File: src/common/wrs_pkg.sv
// Constants shared by the reset sequencer and the watchdog unit.
// Assumes a single 200 MHz CPU clock for every count below.
package wrs_pkg;
    localparam int CLK_PERIOD_PS = 5000;
    localparam int RST_DELAY_CYCLES = 512;
    localparam int VECTOR_FETCH_CYCLES = 2;
    localparam int WAKE_DELAY_CYCLES = 512;
    localparam int WDG_TICK_CYCLES = 131072;
    // Minimum internal reset after a watchdog event, in ns
    localparam int WDG_RST_MIN_NS = 100;
    localparam int WDG_RST_MIN_CYCLES =
        (WDG_RST_MIN_NS * 1000 + CLK_PERIOD_PS - 1) / CLK_PERIOD_PS;
    localparam logic [7:0] WDG_CTRL_RESET = 8'h7f;
    localparam int WDG_ACT_BIT = 7;
    localparam int WDG_MSB_BIT = 6;
    localparam logic [6:0] WDG_EXPIRE_FROM = 7'h40;
    localparam logic [15:0] RESET_VECTOR_ADDR = 16'hfffe;
    localparam int PHASE_CNT_W = 12;
    typedef enum logic [1:0] {
        WRS_ACTIVE = 2'b00,
        WRS_DELAY = 2'b01,
        WRS_FETCH = 2'b10,
        WRS_RUN = 2'b11
    } wrs_phase_e;
endpackage

File: src/logic/wrs_reset_sequencer.sv
// Reset sequencer with watchdog, illegal opcode and external reset sources.
// Assumes opcode validity flags come from the core's decoder, same clock.
// The reset pin is asynchronous and is caught without a clock edge.
`timescale 1ns/1ps
`default_nettype none
// Operation
// - Reset from external pin, watchdog expiry, or illegal opcode.
// - Core starts from fixed vector address at top of memory.
// - Phases: source-dependent active, 512-cycle delay, vector fetch.
// - Vector fetch phase lasts exactly two cycles.
// - External pin detection is asynchronous, works with clocks stopped.
// - Watchdog expiry holds internal reset at least a minimum time.
// - Code matching no opcode and no prebyte triggers reset.
// - Valid prebyte with valid opcode never triggers illegal reset.
// - Count decrements every 131072 cycles, 64 programmable steps.
// - Active watchdog resets when count rolls from 40h to 3Fh.
// - Downcounter keeps running while watchdog reset is disabled.
// - Activation set with msb clear gives immediate software reset.
// - Software option: disabled after reset, only reset disables it.
// - Hardware option: always active, activation bit ignored.
// - In wait the watchdog keeps decrementing.
// - Halt entry decrements once, then stops without resets.
// - Interrupt wake from halt resumes counting after 512 cycles.
// - Reset ending halt returns watchdog to disabled state.
// - Control resets to 7Fh; flag set by software, cleared by reset.
module wrs_reset_sequencer #(
    parameter int TICK_CYCLES = wrs_pkg::WDG_TICK_CYCLES,
    parameter int DELAY_CYCLES = wrs_pkg::RST_DELAY_CYCLES
) (
    input wire logic i_ref_clk,
    input wire logic i_reset,
    input wire logic i_ext_reset_n,
    input wire logic i_hw_option,
    input wire logic i_fetch_strobe,
    input wire logic i_opcode_valid,
    input wire logic i_prebyte_valid,
    input wire logic i_wdg_wr,
    input wire logic [7:0] i_wdg_wr_data,
    input wire logic i_halt,
    input wire logic i_wake_irq,
    output logic o_core_reset,
    output logic o_vector_fetch,
    output logic [15:0] o_vector_addr,
    output logic [7:0] o_wdg_ctrl,
    output logic [1:0] o_reset_cause
);
    initial begin
        if (DELAY_CYCLES < 1 || DELAY_CYCLES >= 2 ** wrs_pkg::PHASE_CNT_W) begin
            $error("DELAY_CYCLES out of range");
        end
    end

    // ****************************************
    // External pin capture
    // ****************************************
    // Latched asynchronously so a low pulse is seen even with clocks off
    logic ext_hit_q;
    logic ext_clr_q;
    always_ff @(posedge i_ref_clk or negedge i_ext_reset_n) begin
        if (!i_ext_reset_n) begin
            ext_hit_q <= 1'b1;
        end else if (ext_clr_q || i_reset) begin
            // Power-on reset also empties the latch, so it never starts unknown
            ext_hit_q <= 1'b0;
        end
    end
    logic ext_s1_q, ext_s2_q;
    always_ff @(posedge i_ref_clk) begin
        ext_s1_q <= ext_hit_q;
        ext_s2_q <= ext_s1_q;
    end

    // ****************************************
    // Watchdog unit
    // ****************************************
    logic wdg_expire;
    logic [7:0] wdg_ctrl;
    logic seq_reset_q, seq_reset_d;
    wrs_watchdog_unit #(
        .TICK_CYCLES(TICK_CYCLES)
    ) u_wdg (
        .i_ref_clk(i_ref_clk),
        .i_reset(i_reset),
        .i_clear(seq_reset_q),
        .i_hw_option(i_hw_option),
        .i_wr(i_wdg_wr && !seq_reset_q),
        .i_wr_data(i_wdg_wr_data),
        .i_halt(i_halt),
        .i_wake_irq(i_wake_irq),
        .o_ctrl(wdg_ctrl),
        .o_expire(wdg_expire)
    );

    // Illegal only if neither an opcode nor a prebyte matched
    logic illegal;
    assign illegal = i_fetch_strobe && !i_opcode_valid && !i_prebyte_valid;

    // ****************************************
    // Phase sequencer
    // ****************************************
    wrs_pkg::wrs_phase_e phase_q, phase_d;
    logic [wrs_pkg::PHASE_CNT_W-1:0] cnt_q, cnt_d;
    logic [1:0] cause_q, cause_d;
    logic ext_clr_d;
    logic fetch_q, fetch_d;
    logic [15:0] vaddr_q, vaddr_d;

    always_comb begin
        phase_d = phase_q;
        cnt_d = cnt_q;
        cause_d = cause_q;
        ext_clr_d = 1'b0;
        seq_reset_d = seq_reset_q;
        fetch_d = 1'b0;
        vaddr_d = vaddr_q;
        case (phase_q)
            wrs_pkg::WRS_ACTIVE: begin
                seq_reset_d = 1'b1;
                if (ext_s2_q) begin
                    // Active phase lasts while the pin is held low; the
                    // latch ignores the clear while the pin still holds it
                    ext_clr_d = 1'b1;
                    cnt_d = '0;
                end else if (cnt_q != '0) begin
                    cnt_d = cnt_q - 1'b1;
                end else begin
                    phase_d = wrs_pkg::WRS_DELAY;
                    cnt_d = wrs_pkg::PHASE_CNT_W'(DELAY_CYCLES - 1);
                end
            end
            wrs_pkg::WRS_DELAY: begin
                if (cnt_q != '0) begin
                    cnt_d = cnt_q - 1'b1;
                end else begin
                    phase_d = wrs_pkg::WRS_FETCH;
                    seq_reset_d = 1'b0;
                    fetch_d = 1'b1;
                    vaddr_d = wrs_pkg::RESET_VECTOR_ADDR;
                    cnt_d = wrs_pkg::PHASE_CNT_W'(
                        wrs_pkg::VECTOR_FETCH_CYCLES - 1);
                end
            end
            wrs_pkg::WRS_FETCH: begin
                if (cnt_q != '0) begin
                    cnt_d = cnt_q - 1'b1;
                    fetch_d = 1'b1;
                    vaddr_d = wrs_pkg::RESET_VECTOR_ADDR + 16'h0001;
                end else begin
                    phase_d = wrs_pkg::WRS_RUN;
                end
            end
            wrs_pkg::WRS_RUN: begin
                seq_reset_d = 1'b0;
            end
            default: begin
                phase_d = wrs_pkg::WRS_ACTIVE;
            end
        endcase
        // The pin restarts the sequence from any phase and has priority; the watchdog only once core reset is low, an illegal opcode only in RUN
        if (ext_s2_q && phase_q != wrs_pkg::WRS_ACTIVE) begin
            phase_d = wrs_pkg::WRS_ACTIVE;
            seq_reset_d = 1'b1;
            cause_d = 2'b01;
            cnt_d = '0;
            fetch_d = 1'b0;
        end else if ((wdg_expire || (illegal && phase_q == wrs_pkg::WRS_RUN))
                     && !seq_reset_q) begin
            phase_d = wrs_pkg::WRS_ACTIVE;
            seq_reset_d = 1'b1;
            cause_d = wdg_expire ? 2'b10 : 2'b11;
            cnt_d = wrs_pkg::PHASE_CNT_W'(wrs_pkg::WDG_RST_MIN_CYCLES);
            fetch_d = 1'b0;
        end
    end

    always_ff @(posedge i_ref_clk) begin
        if (i_reset) begin
            phase_q <= wrs_pkg::WRS_ACTIVE;
            cnt_q <= '0;
            cause_q <= 2'b00;
            ext_clr_q <= 1'b0;
            seq_reset_q <= 1'b1;
            fetch_q <= 1'b0;
            vaddr_q <= 16'h0000;
            o_wdg_ctrl <= wrs_pkg::WDG_CTRL_RESET;
        end else begin
            phase_q <= phase_d;
            cnt_q <= cnt_d;
            cause_q <= cause_d;
            ext_clr_q <= ext_clr_d;
            seq_reset_q <= seq_reset_d;
            fetch_q <= fetch_d;
            vaddr_q <= vaddr_d;
            o_wdg_ctrl <= wdg_ctrl;
        end
    end

    assign o_core_reset = seq_reset_q;
    assign o_vector_fetch = fetch_q;
    assign o_vector_addr = vaddr_q;
    assign o_reset_cause = cause_q;

    fetch_two_a: assert property (@(posedge i_ref_clk) disable iff (i_reset)
        $rose(fetch_q) |-> fetch_q [*2] ##1 !fetch_q)
        else $error("vector fetch not two cycles");
    fetch_addr_a: assert property (@(posedge i_ref_clk) disable iff (i_reset)
        $rose(fetch_q) |-> vaddr_q == 16'hfffe ##1 vaddr_q == 16'hffff)
        else $error("wrong vector address");
    release_delay_a: assert property (@(posedge i_ref_clk)
        disable iff (i_reset)
        phase_q == wrs_pkg::WRS_ACTIVE ##1 phase_q == wrs_pkg::WRS_DELAY
        |-> o_core_reset)
        else $error("core released before delay");
    delay_len_a: assert property (@(posedge i_ref_clk) disable iff (i_reset)
        $rose(phase_q == wrs_pkg::WRS_DELAY) && !ext_s2_q && !wdg_expire
        |-> cnt_q == wrs_pkg::PHASE_CNT_W'(DELAY_CYCLES - 1))
        else $error("delay phase length wrong");
    illegal_rst_a: assert property (@(posedge i_ref_clk) disable iff (i_reset)
        illegal && phase_q == wrs_pkg::WRS_RUN |=> o_core_reset)
        else $error("illegal opcode did not reset");
    legal_pair_a: assert property (@(posedge i_ref_clk) disable iff (i_reset)
        phase_q == wrs_pkg::WRS_RUN && !ext_s2_q && !wdg_expire
        && !(i_fetch_strobe && !i_opcode_valid && !i_prebyte_valid)
        |=> !o_core_reset)
        else $error("legal code caused reset");
    wdg_rst_a: assert property (@(posedge i_ref_clk) disable iff (i_reset)
        wdg_expire && !seq_reset_q |=> o_core_reset [*3])
        else $error("watchdog reset too short");
    ext_rst_a: assert property (@(posedge i_ref_clk) disable iff (i_reset)
        ext_s2_q |=> phase_q == wrs_pkg::WRS_ACTIVE && o_core_reset)
        else $error("external reset not taken");
endmodule
`default_nettype wire

File: src/logic/wrs_watchdog_unit.sv
// Watchdog unit: free-running 7-bit downcounter with activation flag.
// Assumes the caller resets it through i_clear when a reset sequence runs.
`timescale 1ns/1ps
`default_nettype none
module wrs_watchdog_unit #(
    parameter int TICK_CYCLES = wrs_pkg::WDG_TICK_CYCLES
) (
    input wire logic i_ref_clk,
    input wire logic i_reset,
    input wire logic i_clear,
    input wire logic i_hw_option,
    input wire logic i_wr,
    input wire logic [7:0] i_wr_data,
    input wire logic i_halt,
    input wire logic i_wake_irq,
    output logic [7:0] o_ctrl,
    output logic o_expire
);
    initial begin
        if (TICK_CYCLES < 2) begin
            $error("TICK_CYCLES too small");
        end
    end
    localparam int PW = $clog2(TICK_CYCLES);
    logic [PW-1:0] pre_q, pre_d;
    logic act_q, act_d;
    logic [6:0] cnt_q, cnt_d;
    logic halted_q, halted_d;
    logic [9:0] wake_q, wake_d;
    logic exp_q, exp_d;
    logic tick;
    logic halt_dec_q, halt_dec_d;

    always_comb begin
        pre_d = pre_q;
        act_d = act_q;
        cnt_d = cnt_q;
        halted_d = halted_q;
        wake_d = wake_q;
        halt_dec_d = 1'b0;
        exp_d = 1'b0;
        tick = 1'b0;
        if (pre_q == PW'(TICK_CYCLES - 1)) begin
            pre_d = '0;
            tick = 1'b1;
        end else begin
            pre_d = pre_q + 1'b1;
        end
        // On halt entry decrement once, then freeze
        if (i_halt && !halted_q && wake_q == '0) begin
            halted_d = 1'b1;
            halt_dec_d = 1'b1;
        end
        if (halted_q && i_wake_irq) begin
            halted_d = 1'b0;
            wake_d = 10'(wrs_pkg::WAKE_DELAY_CYCLES);
        end else if (wake_q != '0) begin
            wake_d = wake_q - 1'b1;
        end
        if (i_wr) begin
            cnt_d = i_wr_data[6:0];
            act_d = act_q | i_wr_data[wrs_pkg::WDG_ACT_BIT];
            // Set flag with msb clear is an immediate reset
            if ((i_wr_data[wrs_pkg::WDG_ACT_BIT] || act_q || i_hw_option)
                && !i_wr_data[wrs_pkg::WDG_MSB_BIT]) begin
                exp_d = 1'b1;
            end
        end else if (halt_dec_q || (tick && !halted_q && wake_q == '0)) begin
            // Counts also in wait and while disabled
            cnt_d = cnt_q - 1'b1;
            // Hardware option forces activation
            if ((act_q || i_hw_option) && !halted_q
                && cnt_q == wrs_pkg::WDG_EXPIRE_FROM) begin
                exp_d = 1'b1;
            end
        end
        if (i_clear) begin
            // Reset also ends halt and disables watchdog
            act_d = 1'b0;
            cnt_d = wrs_pkg::WDG_CTRL_RESET[6:0];
            halted_d = 1'b0;
            wake_d = '0;
            exp_d = 1'b0;
        end
    end

    always_ff @(posedge i_ref_clk) begin
        if (i_reset) begin
            pre_q <= '0;
            act_q <= 1'b0;
            cnt_q <= wrs_pkg::WDG_CTRL_RESET[6:0];
            halted_q <= 1'b0;
            wake_q <= '0;
            exp_q <= 1'b0;
            halt_dec_q <= 1'b0;
        end else begin
            pre_q <= pre_d;
            act_q <= act_d;
            cnt_q <= cnt_d;
            halted_q <= halted_d;
            wake_q <= wake_d;
            exp_q <= exp_d;
            halt_dec_q <= halt_dec_d;
        end
    end

    assign o_ctrl = {act_q, cnt_q};
    assign o_expire = exp_q;

    act_sticky_a: assert property (@(posedge i_ref_clk) disable iff (i_reset)
        act_q && !i_clear |=> act_q)
        else $error("activation flag cleared without reset");
    halt_quiet_a: assert property (@(posedge i_ref_clk) disable iff (i_reset)
        halted_q && !i_wr |-> !exp_d)
        else $error("watchdog expiry while halted");
endmodule
`default_nettype wire

File: config.mk
export PLATFORM = sky130hd
export DESIGN_NAME = wrs_reset_sequencer
export DESIGN_NICKNAME = d
export VERILOG_FILES = /design/src/common/wrs_pkg.sv /design/src/logic/wrs_reset_sequencer.sv /design/src/logic/wrs_watchdog_unit.sv
export SDC_FILE = /design/constraint.sdc
export NUM_CORES = 1
export LEC_CHECK = 0
export BUFFER_PORTS_ARGS = -buffer_cell sky130_fd_sc_hd__buf_2
export CELL_PAD_IN_SITES_DETAIL_PLACEMENT = 1
export CELL_PAD_IN_SITES_GLOBAL_PLACEMENT = 2
export CORE_MARGIN = 5
export CORE_UTILIZATION = 37
export DETAILED_ROUTE_END_ITERATION = 8
export PLACE_DENSITY_LB_ADDON = 0.08
export SLEW_MARGIN = 20
export SYNTH_ARGS = -nofsm -noshare
export SYNTH_HDL_FRONTEND = slang
export SYNTH_SLANG_ARGS = --single-unit
File: constraint.sdc
create_clock -name i_ref_clk -period 6.5 [get_ports i_ref_clk]
set_input_delay 0.325 -clock i_ref_clk [delete_from_list [all_inputs] [get_ports i_ref_clk]]
set_output_delay 0.325 -clock i_ref_clk [all_outputs]
set_load 0.02 [all_outputs]
* After elaboration in Yosys (flattened, before gate mapping)
Cells that the tools add are included.
** Word-level totals
- Register bits after elaboration :: 84
- Input port bits :: 18
- Word-level logic and storage cells :: 119
** Cells by class
- Add/sub/neg operators :: 4
- Equality and inequality tests :: 11
- Muxes and demuxes :: 33
- Bitwise logic cells :: 2
- Reduce and logical (&&, ||, !) cells :: 48
** Operators by type and width (number)
- $mux 12 :: 4
- $pmux 12 s3 :: 1
- $mux 16 :: 2
- $pmux 16 s2 :: 1
- $mux 10 :: 2
- $add 17x1->17 const B :: 1
- $eq 17x17->1 const B :: 1
- $logic_and 1x1->1 :: 14
- $mux 7 :: 2
- $mux 1 :: 13
- $reduce_bool 12->1 :: 1
- $sub 12x1->12 const B :: 1
- $logic_not 10->1 :: 1
- $ne 2x2->1 const B :: 5
- $reduce_bool 10->1 :: 1
- $reduce_bool 2->1 :: 5
- $sub 10x1->10 const B :: 1
- $mux 2 :: 4
- $reduce_or 2->1 :: 4
- $eq 7x7->1 const B :: 1
- $sub 7x1->7 const B :: 1
- $logic_or 1x1->1 :: 6
- $pmux 2 s3 :: 1
- $reduce_and 2->1 :: 3
- other kinds (15) :: 22

* Depth between registers and ports, before layout
Gate-level depths: netlist of the first run.
- Word-level depth :: 8
- Mapped depth :: 10

* Hierarchy
A second synthesis of the first run with hierarchy kept.
** Unflattened totals
- Cell total of the unflattened synthesis :: 408
- Area, all modules :: 3577.2 µm²
** Modules (own cells, without submodules)
- wrs_watchdog_unit :: instances 1, cells each 216, area an instance 1890.6 µm², seq. area each 760.7 µm²
- wrs_reset_sequencer :: instances 1, cells each 192, area an instance 1686.6 µm², seq. area each 646.9 µm²

* Worst setup path before layout of the first run
Ideal clock, no wire load.
- Kind :: flip-flop to flip-flop
- From :: register u_wdg.pre_q[7]
- To :: register u_wdg.cnt_q[6]
- Arrival time :: 2.088 ns
- Setup slack :: 4.290 ns
- Cell stages (with the launch flop) :: 10
- Path buffers :: 0
- Period minus slack after synthesis :: 2.210 ns
- Cell sequence :: dfxtp_1 > and4_1 > and3_1 > nand3_1 > nor2_1 > ha_1 > nor2b_1 > a41oi_1 > nor3_2 > o311a_1
** On the way
- Longest elaborated chain between the ends :: 6
** Ends and longest elaborated chain
- start, declared :: RTL line wrs_watchdog_unit.sv:25 : logic [PW-1:0] pre_q, pre_d;
- start signal, assigned :: RTL line wrs_watchdog_unit.sv:97 : pre_q <= pre_d;
- $eq 17x17->1 :: RTL line wrs_watchdog_unit.sv:43 : if (pre_q == PW'(TICK_CYCLES - 1)) begin
- $mux 1 :: RTL line wrs_watchdog_unit.sv:43
- $logic_and 1x1->1 (2 in a row) :: RTL line wrs_watchdog_unit.sv:68 : end else if (halt_dec_q || (tick && !halted_q && wake_q == '0)) begin
- $logic_or 1x1->1 :: RTL line wrs_watchdog_unit.sv:68
- $reduce_bool 2->1 (no line)
- end signal, assigned :: RTL line wrs_watchdog_unit.sv:91 : cnt_q <= wrs_pkg::WDG_CTRL_RESET[6:0];
- end signal, assigned :: RTL line wrs_watchdog_unit.sv:99 : cnt_q <= cnt_d;
- end, declared :: RTL line wrs_watchdog_unit.sv:27 : logic [6:0] cnt_q, cnt_d;
Every way passes these cells.
A chain may end at the register's enable or synchronous reset.

* Worst setup path after layout of the first run
- From :: register u_wdg.pre_q[0]
- To :: register u_wdg.exp_q, in the netlist u_wdg.o_expire
** On the way
- Longest elaborated chain between the ends :: 7
** Ends and longest elaborated chain
- $eq 17x17->1 :: RTL line wrs_watchdog_unit.sv:43
- $mux 1 :: RTL line wrs_watchdog_unit.sv:43
- $logic_and 1x1->1 (2 in a row) :: RTL line wrs_watchdog_unit.sv:68
- $logic_or 1x1->1 :: RTL line wrs_watchdog_unit.sv:68
- $mux 1 :: RTL line wrs_watchdog_unit.sv:68
- $mux 1 :: RTL line wrs_watchdog_unit.sv:60 : if (i_wr) begin
- end signal, assigned :: RTL line wrs_watchdog_unit.sv:102 : exp_q <= exp_d;
- end, declared :: RTL line wrs_watchdog_unit.sv:30 : logic exp_q, exp_d;
Every way passes these cells.

==> flow_summary_export.csv, run 1 <==
group,metric,value,unit
run_status,status,"completed",
global_route,gr-usage-all-layers,15.1,%
critical_path,crit_path_cell_trace,"ha_1 > and4_1 > nand2_1 > nor2_1 > ha_1 > nor2b_1 > a41oi_1 > nor3_2 > a31oi_1 > a211oi_1",
floorplan,io_pins,46,
finish,drive_gt1_share,19.8,%
route,vias,2840,
critical_path,crit_type,"flop to flop",
critical_path,critPathLaunch,"u_wdg.pre_q[0]",
finish,fin_area,0.00390,mm^2
clock_tree,clkSinkCount,70,
logic_synthesis,async_flop_share,1.43,%
critical_path,r2r-start,"u_wdg.pre_q[0]",
finish,layout.cells.non_filler,550,
worst_hold_path,hold_class,"primary input to flop",
logic_synthesis,synth_area_leaders,"dfxtp_1 (40%), ha_1 (4.7%), nor2_1 (4.4%)",
route,drcViolationCount,0,
clock_tree,cts_root_buf,"clkbuf_8",
critical_path,path_depth,10,
flow_run,drv_cap,0,
clock_tree,clock_latency,0.34,ns
worst_hold_path,worstHoldStart,"i_wdg_wr_data[0]",
route,wl_per_cell,15.0,um
critical_path,cp_max_fo,7,
critical_path,rrSetupSlack,3.94,ns
power,ir_worst_vdd,0.166,mV
critical_path,path_delay_family,"simple AND/OR/NAND/NOR gates",
floorplan,initial_core_util,37.9,%
route,drtPass1Iterations,4,
timing,setup_viol,0,
global_route,first_global_vias,2875,
route,drt_iter0_drc,78,
critical_path,worst_r2r_path_depth,10,
timing,period_minus_slack,2.56,ns
logic_synthesis,avgSynthCellArea,8.62,um^2
global_route,antenna_found_initial,0,
timing,finalMaxSlewViolations,0,
floorplan,num_rows,35,
logic_synthesis,yosysMostFrequentCell,"dfxtp_1",
logic_synthesis,ys_top_cells_by_count,"dfxtp_1 (69), nor2_1 (41), nand2_1 (40)",
floorplan,die_w,107,um
timing,worst_slew_pin_slew,0.760,ns
logic_synthesis,synth_top_flop_cell,"dfxtp_1",
logic_synthesis,yosys.area.top_type,"dfxtp_1",
clock_tree,hold_buffers,1,
critical_path,critPathCapture,"u_wdg.o_expire",
timing,fin_skew,0.0127,ns
clock_tree,clkSlewWorstSetupHoldPaths,0.09,ns
power,p_total,1.48,mW
clock_tree,cts-resized-gates,0,
global_route,grt_pass1_wl,14.0,mm
route,avgViaCountPerCell,5.16,
clock_tree,cts.path.max_buffers,2,
logic_synthesis,yosysSeqAreaShare,40.3,%
logic_synthesis,yosysUniqueCellTypes,60,
critical_path,crit_path_frequent_cell,"ha_1",
logic_synthesis,syn_inst,405,
logic_synthesis,synth_warnings,0,
finish,fillCellCount,1103,
critical_path,slowest_delay,0.39,ns
critical_path,cp.buffers_inverters,0,
logic_synthesis,syn-num-nets,436,
critical_path,critical_path_required,6.76,ns
global_route,grt_max_degree,19,
critical_path,cp_slowest_cell,"nor3_2",
placement,gp_congestion,0.743,
logic_synthesis,yosys.area.top_type_share,39.6,%
timing,slew_headroom,49.3,%
timing,tns,0,ns
power,p_leak,1.53,nW
power,p_per_area,379,mW/mm^2
finish,finalNetCount,465,
clock_tree,post_cts.repair.setup_buffers,0,
placement,placed_area,0.00367,mm^2
route,totalWireLength,8.26,mm
critical_path,reg2reg_to,"u_wdg.o_expire",
logic_synthesis,syn_area,0.00349,mm^2
clock_tree,cts_tree,"yes",
placement,hpwl,6.06,mm
finish,area_growth,11.9,%
finish,antenna_cells,0,
critical_path,critPathCaptureType,"flop",
floorplan,die_area,0.0115,mm^2
clock_tree,htreeDepth,3,
route,postRouteAntennaNets,0,
logic_synthesis,ys_ff_latch,70,
logic_synthesis,synth_edf_count,0,
global_route,grt_overflow_total,0,
placement,placed_cells,533,
timing,finalCritPeriodShare,39.4,%
placement,portBuffers,45,
floorplan,die_y,107,um
timing,fmax,390,MHz
clock_tree,cts_buffers,9,
critical_path,cp-start-kind,"flop",
floorplan,core,0.00920,mm^2
timing,hold_viol,0,
timing,rsz0062_at_grt,"no",
critical_path,arrival,2.82,ns
[per-stage QoR]
stage,util [%],hold slack (ns),setup WS [ns]
after floorplan,-,0.177,4.29
after global placement,39.9,0.262,4.03
after detailed placement,39.9,0.261,3.93
after CTS,42.4,0.191,3.93
after global routing,42.4,0.198,3.75
final,42.4,0.203,3.94
[logic make-up (layout without fill, tap and decap cells)]
family                   count (synthesis)  in the layout  share of synthesized area [%]
AND/OR/NAND/NOR                        178            178                           27.3
AO/OA/AOI/OAI                           74             74                           14.4
flip-flops                              70             70                           40.3
buffers and inverters                   46             80                           7.13
XOR/XNOR                                21             21                           5.27
adder cells (fa/ha/maj)                 13             13                           4.66
multiplexers                             3              3                          0.896
[sequential cells by signal, indices dropped and copies added, names as in the netlist]
register / count
u_wdg.o_expire: 1
u_wdg.wake_q: 10
phase_q: 2
o_core_reset: 1
cnt_q: 12
ext_hit_q: 1
u_wdg.act_q: 1
o_vector_addr: 2
o_reset_cause: 2
ext_clr_q: 1
o_vector_fetch: 1
u_wdg.halted_q: 1
u_wdg.pre_q: 17
u_wdg.cnt_q: 7
o_wdg_ctrl: 8
ext_s2_q: 1
u_wdg.halt_dec_q: 1
ext_s1_q: 1
[cell usage in the layout (no fill, tap or decap), drive strengths merged, types with 4 or more instances in the layout]
cell,Yosys,routed
dfxtp,69,69
buf,18,45
nor2,43,43
nand2,41,41
a21oi,30,30
inv,18,19
nor3,19,19
nand3,14,14
ha,13,13
xor2,12,12
or2,10,10
clkbuf,10,10
xnor2,9,9
o21ai,9,9
a211oi,7,7
nor4,7,7
nor2b,6,6
or3,5,5
nand2b,5,5
nor3b,5,5
and3,4,4
nand4,4,4
o211ai,4,4
a31oi,4,4
or4,4,4
[routing by layer]
metal | GRT usage [%] | vias up | part of all wire (%)
li1 | - | 1458 | -
met1 | 19.8 | 1339 | 49
met2 | 25.0 | 34 | 47
met3 | 2.53 | 9 | 2.8
met4 | 5.48 | 0 | 1.3
met5 | 0 | - | 0
[power breakdown]
| part | switching, mW | internal, mW | leakage [nW] | total (mW) |
|---|---|---|---|---|
| logic | 0.350 | 0.210 | 0.850 | 0.561 |
| clock network | 0.177 | 0.219 | 0.107 | 0.396 |
| registers | 0.0509 | 0.471 | 0.570 | 0.522 |
| total | 0.578 | 0.901 | 1.53 | 1.48 |
[layout make-up]
| class | instances | area (um^2) | area share, % |
|---|---|---|---|
| Inverter | 18 | 67.6 | 1.73 |
| Timing Repair Buffer | 46 | 235 | 6.03 |
| Multi-Input combinational cell | 289 | 1830 | 47.0 |
| Clock buffer | 10 | 128 | 3.27 |
| Clock inverter | 6 | 93.8 | 2.40 |
| Sequential cell | 70 | 1410 | 36.1 |
| Tap cell | 111 | 139 | 3.56 |
[worst min-delay path by stage]
stage	cells past startpoint	to	slack (ns)
3_3_place_gp	1	ext_hit_q	0.26
6_report	3	u_wdg.cnt_q[0]	0.20
4_1_cts	3	u_wdg.cnt_q[0]	0.19
2_1_floorplan	0	ext_hit_q	0.18
3_5_place_dp	1	ext_hit_q	0.26
5_1_grt	3	u_wdg.cnt_q[0]	0.20
[worst reg2reg max path, delay by kind of cell, from the launching register on]
family                     cells  cell delay [ns]
and+or+nand+nor                5             1.02
AOI/OAI and AO/OA              3             0.69
adders and majority gates      2             0.40
DFF                            1             0.38
Power figures use the tool's default switching activity.
==> inputs of run 2 (changes only) <==
- CORE_UTILIZATION: 37 -> 35
- clock period: 6.5 -> 2.6 ns (I/O delays scaled with it)
==> run 2 against run 1 <==
Clock power up 140%. Core utilization is 1.2 points lower. Via count is 2.7% higher. First-iteration DRC count did not move. Worst setup slack worse by 3.7 ns. Final cell count grew 6.0%. Register-to-register slack lost 3.7 ns. Hold slack lost 0.18 ns. Global-route usage rose by 0.39 points. Critical path depth up 1. Total power rose to 2.5 times the previous value. Largest power group unchanged.
==> flow_summary_export.csv, run 2 (synthesis results as in run 1) <==
group,metric,value,unit
run_status,status,"completed",
critical_path,cp_max_fo,7,
global_route,first_global_vias,2979,
timing,worst_slew_pin_slew,0.712,ns
timing,slew_headroom,52.2,%
route,wl_per_cell,15.0,um
route,totalWireLength,8.72,mm
finish,multi_input_area,0.00184,mm^2
global_route,antenna_found_initial,0,
power,p_per_area,925,mW/mm^2
clock_tree,post_cts.repair.setup_buffers,0,
global_route,gr-usage-all-layers,15.5,%
placement,portBuffers,45,
timing,finalMaxSlewViolations,0,
global_route,grt_max_degree,19,
floorplan,io_pins,46,
timing,fmax,426,MHz
clock_tree,cts_tree,"yes",
route,postRouteAntennaNets,0,
timing,tns,0,ns
timing,period_minus_slack,2.35,ns
finish,drive_gt1_share,21.6,%
placement,hpwl,6.34,mm
route,avgViaCountPerCell,5.01,
finish,antenna_cells,0,
flow_run,drv_cap,0,
critical_path,arrival,2.62,ns
critical_path,cp-start-kind,"flop",
route,drtPass1Iterations,4,
route,drt_iter0_drc,78,
clock_tree,clock_latency,0.35,ns
timing,hold_viol,0,
finish,layout_commonest_cell,"dfxtp_1",
power,p_total,3.71,mW
floorplan,die_y,110,um
global_route,grt_overflow_total,0,
timing,fin_hold_ws,0.0224,ns
critical_path,rrSetupSlack,0.25,ns
clock_tree,cts_root_buf,"clkbuf_8",
placement,gp_congestion,0.756,
floorplan,initial_core_util,35.9,%
timing,fin_skew,0.0109,ns
finish,area_growth,15.0,%
clock_tree,cts_buffers,9,
finish,largest-register,"u_wdg.pre_q",
clock_tree,clkSinkCount,70,
floorplan,core,0.00973,mm^2
global_route,grt_pass1_wl,14.8,mm
timing,finalCritPeriodShare,90.4,%
clock_tree,cts.path.max_buffers,2,
clock_tree,clkSlewWorstSetupHoldPaths,0.08,ns
worst_hold_path,hold_class,"primary input to flop",
clock_tree,htreeDepth,3,
finish,top_regs,"u_wdg.pre_q: 17 flops, cnt_q: 12 flops, u_wdg.wake_q: 10 flops",
finish,fillCellCount,1184,
critical_path,critical_path_required,2.87,ns
critical_path,critPathCaptureType,"flop",
critical_path,crit_type,"flop to flop",
floorplan,num_rows,36,
route,vias,2918,
floorplan,die_area,0.0121,mm^2
finish,largest_reg_flops,17,
finish,finalNetCount,476,
power,ir_worst_vdd,0.381,mV
timing,rsz0062_at_grt,"no",
timing,setup_viol,0,
finish,layout.cells.non_filler,583,
route,drcViolationCount,0,
placement,placed_cells,564,
floorplan,die_w,110,um
finish,regArea,0.00141,mm^2
power,p_leak,1.57,nW
finish,final_cell_mix,"dfxtp_1 (69), buf_2 (45), nor2_1 (41)",
## run 2: changes by cell type in the layout (fill, tap and decap cells not counted)
cell	before	now
nor4b_2	0	1
clkinvlp_4	1	2
clkbuf_8	9	11
buf_4	0	9
clkinv_4	2	0
bufinv_16	2	1
nor4b_1	1	0
dlygate4sd3_1	1	3
## run 2: layer usage
| layer | global-route usage [%] | share of wire (%) | vias to the layer above |
|---|---|---|---|
| li1 | - | - | 1485 |
| met1 | 20.2 | 49 | 1388 |
| met2 | 25.5 | 47 | 35 |
| met3 | 2.41 | 3.2 | 10 |
| met4 | 6.41 | 1.3 | 0 |
| met5 | 0 | 0 | - |
## run 2: critical path, stage by stage (launching register included)
cell,delay [ns]
dfxtp_1,0.39
and4_1,0.24
and3_1,0.23
nand3_1,0.09
nor2_1,0.11
ha_1,0.16
nor2b_1,0.13
a41oi_1,0.12
buf_4,0.19
nor3_2,0.27
a31oi_1,0.15
a211oi_1,0.21
## run 2: cell type report
type                       instances  share of cell area (%)
inverter                          18                    1.68
tap                              133                    4.15
multi-input combinational        289                    45.8
sequential                        70                    35.1
timing repair buffer              57                    8.04
clock inverter                     4                    1.34
clock buffer                      12                    3.87
## run 2: timing repair
item	CTS	global route
endpoints found under the setup margin	0	1
hold endpoints to repair	3	0
resized for setup	0	1
hold buffers	3	0
## run 2: worst paths after layout
kind | start | to | cells after the start
worst min register to register | ext_s1_q | ext_s2_q | 0
max in group asynchronous | i_ext_reset_n | ext_hit_q | 2
worst min-delay path | i_hw_option | u_wdg.o_expire | 3
worst max register to register | u_wdg.pre_q[8] | u_wdg.o_expire | 11
min in group asynchronous | i_ext_reset_n | ext_hit_q | 2
worst max-delay path | u_wdg.pre_q[8] | u_wdg.o_expire | 11
## run 2: stage by stage
| step | setup slack (ns) | utilization, % | instance area, um^2 |
|---|---|---|---|
| finish | 0.251 | 41.2 | 4010 |
| global route | 0.0244 | 41.2 | 4010 |
| CTS | 0.201 | 41.2 | 4010 |
| detailed placement | 0.215 | 38.7 | 3770 |
| global placement | 0.285 | 38.7 | 3770 |
| floorplan | 0.390 | - | 3490 |
## run 2: where the power goes
part           switching [mW]  internal, mW
Clock                   0.432         0.500
Combinational           0.911         0.566
Sequential              0.125          1.18
Total                    1.47          2.24
==> inputs of run 3 (changes only) <==
- ABC_AREA: not set -> 1
- CORE_UTILIZATION: 35 -> 33
- SYNTH_HIERARCHICAL: not set -> 1
==> run 3 against run 2 <==
Final cell count is 22% higher. Non-clock buffer count is 10 lower. Core utilization is 2.6 points lower. Sequential power is 3% higher. Count of clock-buffer cells in the layout is 1 higher. Clock skew is 0.0043 ns lower. Synthesized cell count is 30% higher. Combinational power is 30% higher. Largest cell class unchanged. Highest routed layer unchanged.
==> flow_summary_export.csv, run 3 <==
group,metric,value,unit
power,swShare,41.6,%
route,wl_per_cell,13.9,um
placement,placed_area,0.00409,mm^2
logic_synthesis,synth_area_leaders,"dfxtp_1 (36%), nand2_1 (10%), nor2_1 (6.3%)",
route,avgViaCountPerCell,4.72,
floorplan,num_rows,39,
clock_tree,cts_tree,"yes",
power,p_leak,1.96,nW
critical_path,cp_max_fo,9,
timing,finalMaxSlewViolations,0,
floorplan,die_w,118,um
finish,fin_area,0.00441,mm^2
clock_tree,cts.path.max_buffers,2,
critical_path,cp-start-kind,"flop",
placement,gp_congestion,0.804,
power,p_sw,1.88,mW
timing,setup_viol,0,
logic_synthesis,synth_top_flop_cell,"dfxtp_1",
flow_run,drv_cap,0,
power,power_frac_seq,29.6,%
finish,top_regs,"u_wdg/pre_q: 17 flops, cnt_q: 12 flops, u_wdg/wake_q: 10 flops",
route,totalWireLength,9.88,mm
route,drtPass1Iterations,4,
power,pwr-share-comb,42.6,%
critical_path,arrival,2.49,ns
power,cellInternalPower,2.64,mW
critical_path,reg2reg_to,"u_wdg/o_expire",
power,p_total,4.52,mW
route,drt_iter0_drc,101,
logic_synthesis,avgSynthCellArea,7.28,um^2
finish,layout.cells.non_filler,712,
power,ir_worst_vdd,0.615,mV
global_route,antenna_found_initial,0,
logic_synthesis,ys_ff_latch,70,
finish,drive_gt1_share,20.2,%
critical_path,critPathCaptureType,"flop",
route,postRouteAntennaNets,0,
finish,regArea,0.00141,mm^2
finish,final_cell_mix,"nand2_1 (106), dfxtp_1 (69), nor2_1 (64)",
critical_path,critPathLaunch,"u_wdg/pre_q[0]",
power,p_per_area,1030,mW/mm^2
timing,rsz0062_at_grt,"no",
global_route,gr-usage-all-layers,14.9,%
finish,finalNetCount,596,
finish,layout_commonest_cell,"nand2_1",
timing,period_minus_slack,2.22,ns
clock_tree,clkSinkCount,70,
finish,largest_reg_flops,17,
logic_synthesis,syn_area,0.00383,mm^2
run_status,status,"completed",
worst_hold_path,hold_class,"primary input to flop",
global_route,grt_overflow_total,0,
critical_path,critical_path_required,2.87,ns
timing,fmax,450,MHz
clock_tree,clock_latency,0.34,ns
worst_hold_path,min_path_cells,3,
clock_tree,cts_root_buf,"clkbuf_16",
floorplan,die_y,118,um
logic_synthesis,syn_inst,526,
route,vias,3364,
clock_tree,post_cts.repair.setup_buffers,0,
floorplan,initial_core_util,33.5,%
timing,finalCritPeriodShare,85.4,%
global_route,first_global_vias,3476,
placement,pre_cts_slack,0.372,ns
critical_path,rrSetupSlack,0.38,ns
placement,hpwl,7.43,mm
timing,fin_skew,0.00654,ns
critical_path,crit_type,"flop to flop",
clock_tree,htreeDepth,3,
worst_hold_path,worstHoldStart,"i_halt",
logic_synthesis,syn-num-nets,558,
clock_tree,clkSlewWorstSetupHoldPaths,0.06,ns
logic_synthesis,synth_edf_count,0,
finish,area_growth,15.1,%
floorplan,core,0.0114,mm^2
timing,worst_slew_pin_slew,0.391,ns
critical_path,r2r-start,"u_wdg/pre_q[0]",
logic_synthesis,ys_top_cells_by_count,"nand2_1 (106), dfxtp_1 (69), nor2_1 (64)",
finish,antenna_cells,0,
power,clockPowerShare,27.8,%
global_route,grt_max_degree,18,
critical_path,worst_r2r_path_depth,13,
finish,largest-register,"u_wdg/pre_q",
logic_synthesis,yosysMostFrequentCell,"nand2_1",
logic_synthesis,yosysUniqueCellTypes,43,
logic_synthesis,yosys.area.top_type_share,36.1,%
finish,fin_util,38.6,%
finish,multi_input_area,0.00201,mm^2
placement,placed_cells,695,
timing,fin_hold_ws,0.0661,ns
logic_synthesis,synth_warnings,6,
floorplan,die_area,0.0139,mm^2
timing,tns,0,ns
global_route,grt_pass1_wl,17.0,mm
timing,setup_slack,0.380,ns
logic_synthesis,async_flop_share,1.43,%
worst_hold_path,hold_path_end,"u_wdg/halt_dec_q",
finish,fillCellCount,1449,
timing,hold_viol,0,
placement,portBuffers,45,
floorplan,io_pins,46,
route,drcViolationCount,0,
logic_synthesis,yosys.area.top_type,"dfxtp_1",
clock_tree,cts_buffers,9,
timing,slew_headroom,73.9,%
logic_synthesis,yosysSeqAreaShare,36.8,%
run 3: cell types whose count changed in the layout (fill, tap and decap cells not counted), moves of 13 or more:
cell / previous run / this run
nor2_1: 41 / 64
nand4_1: 4 / 18
inv_1: 18 / 61
nor3_1: 17 / 4
nand3_1: 14 / 35
nand2_1: 40 / 106
run 3: worst max-delay path by stage:
stage | depth (start not counted) | to
after detailed placement | 13 | u_wdg/o_expire
after CTS | 13 | u_wdg/o_expire
after global placement | 13 | u_wdg/o_expire
final | 13 | u_wdg/o_expire
after floorplan | 13 | u_wdg/o_expire
after global routing | 13 | u_wdg/cnt_q[0]
run 3: cell families after synthesis:
| logic type | share of synthesized area [%] |
|---|---|
| buf+inv | 10.7 |
| fa+ha+maj | 4.57 |
| simple gates | 36.7 |
| compound gates | 8.79 |
| xor+xnor | 2.52 |
| flops | 36.8 |
run 3: final cells by class:
cell class | count | share of cell area (%)
clock buffers | 13 | 5.91
repair buffers | 47 | 5.51
flip-flops and latches | 70 | 31.9
well taps | 143 | 4.06
inverters | 69 | 5.93
multi-input cells | 367 | 45.7
clock inverters | 3 | 0.965
run 3: per-layer routing:
metal | global-route usage, % | wire length [um] | vias up | part of all wire (%)
met2 | 24.3 | 4680 | 43 | 47
met4 | 5.81 | 155 | 0 | 1.6
met5 | 0 | 0 | - | 0
met3 | 4.13 | 397 | 12 | 4.0
met1 | 18.6 | 4640 | 1561 | 47
li1 | - | - | 1748 | -
run 3: critical path: stages, from the launching register on:
cell and delay [ns]:
dfxtp_1 0.37, ha_1 0.22, nand3_2 0.12, nor2_4 0.15, nand3_2 0.09, or2_4 0.25
nor2_2 0.08, ha_1 0.21, inv_1 0.06, nor2_1 0.16, nand3_4 0.16, nand2_4 0.12
nand2_2 0.06, a21oi_2 0.10
run 3: power groups by stage:
stage	Combinational, mW	Clock [mW]	Sequential, mW
2_1_floorplan	1.59	0	1.36
3_3_place_gp	1.93	0	1.36
3_5_place_dp	1.96	0	1.37
4_1_cts	1.97	1.31	1.34
5_1_grt	2.21	1.35	1.37
6_report	1.93	1.26	1.34
run 3: repair_timing:
item / in CTS / in global routing
hold buffers: 1 / 0
endpoints found under the setup margin: 0 / 0
gates resized for setup: 0 / 0
hold endpoints to repair: 1 / 0
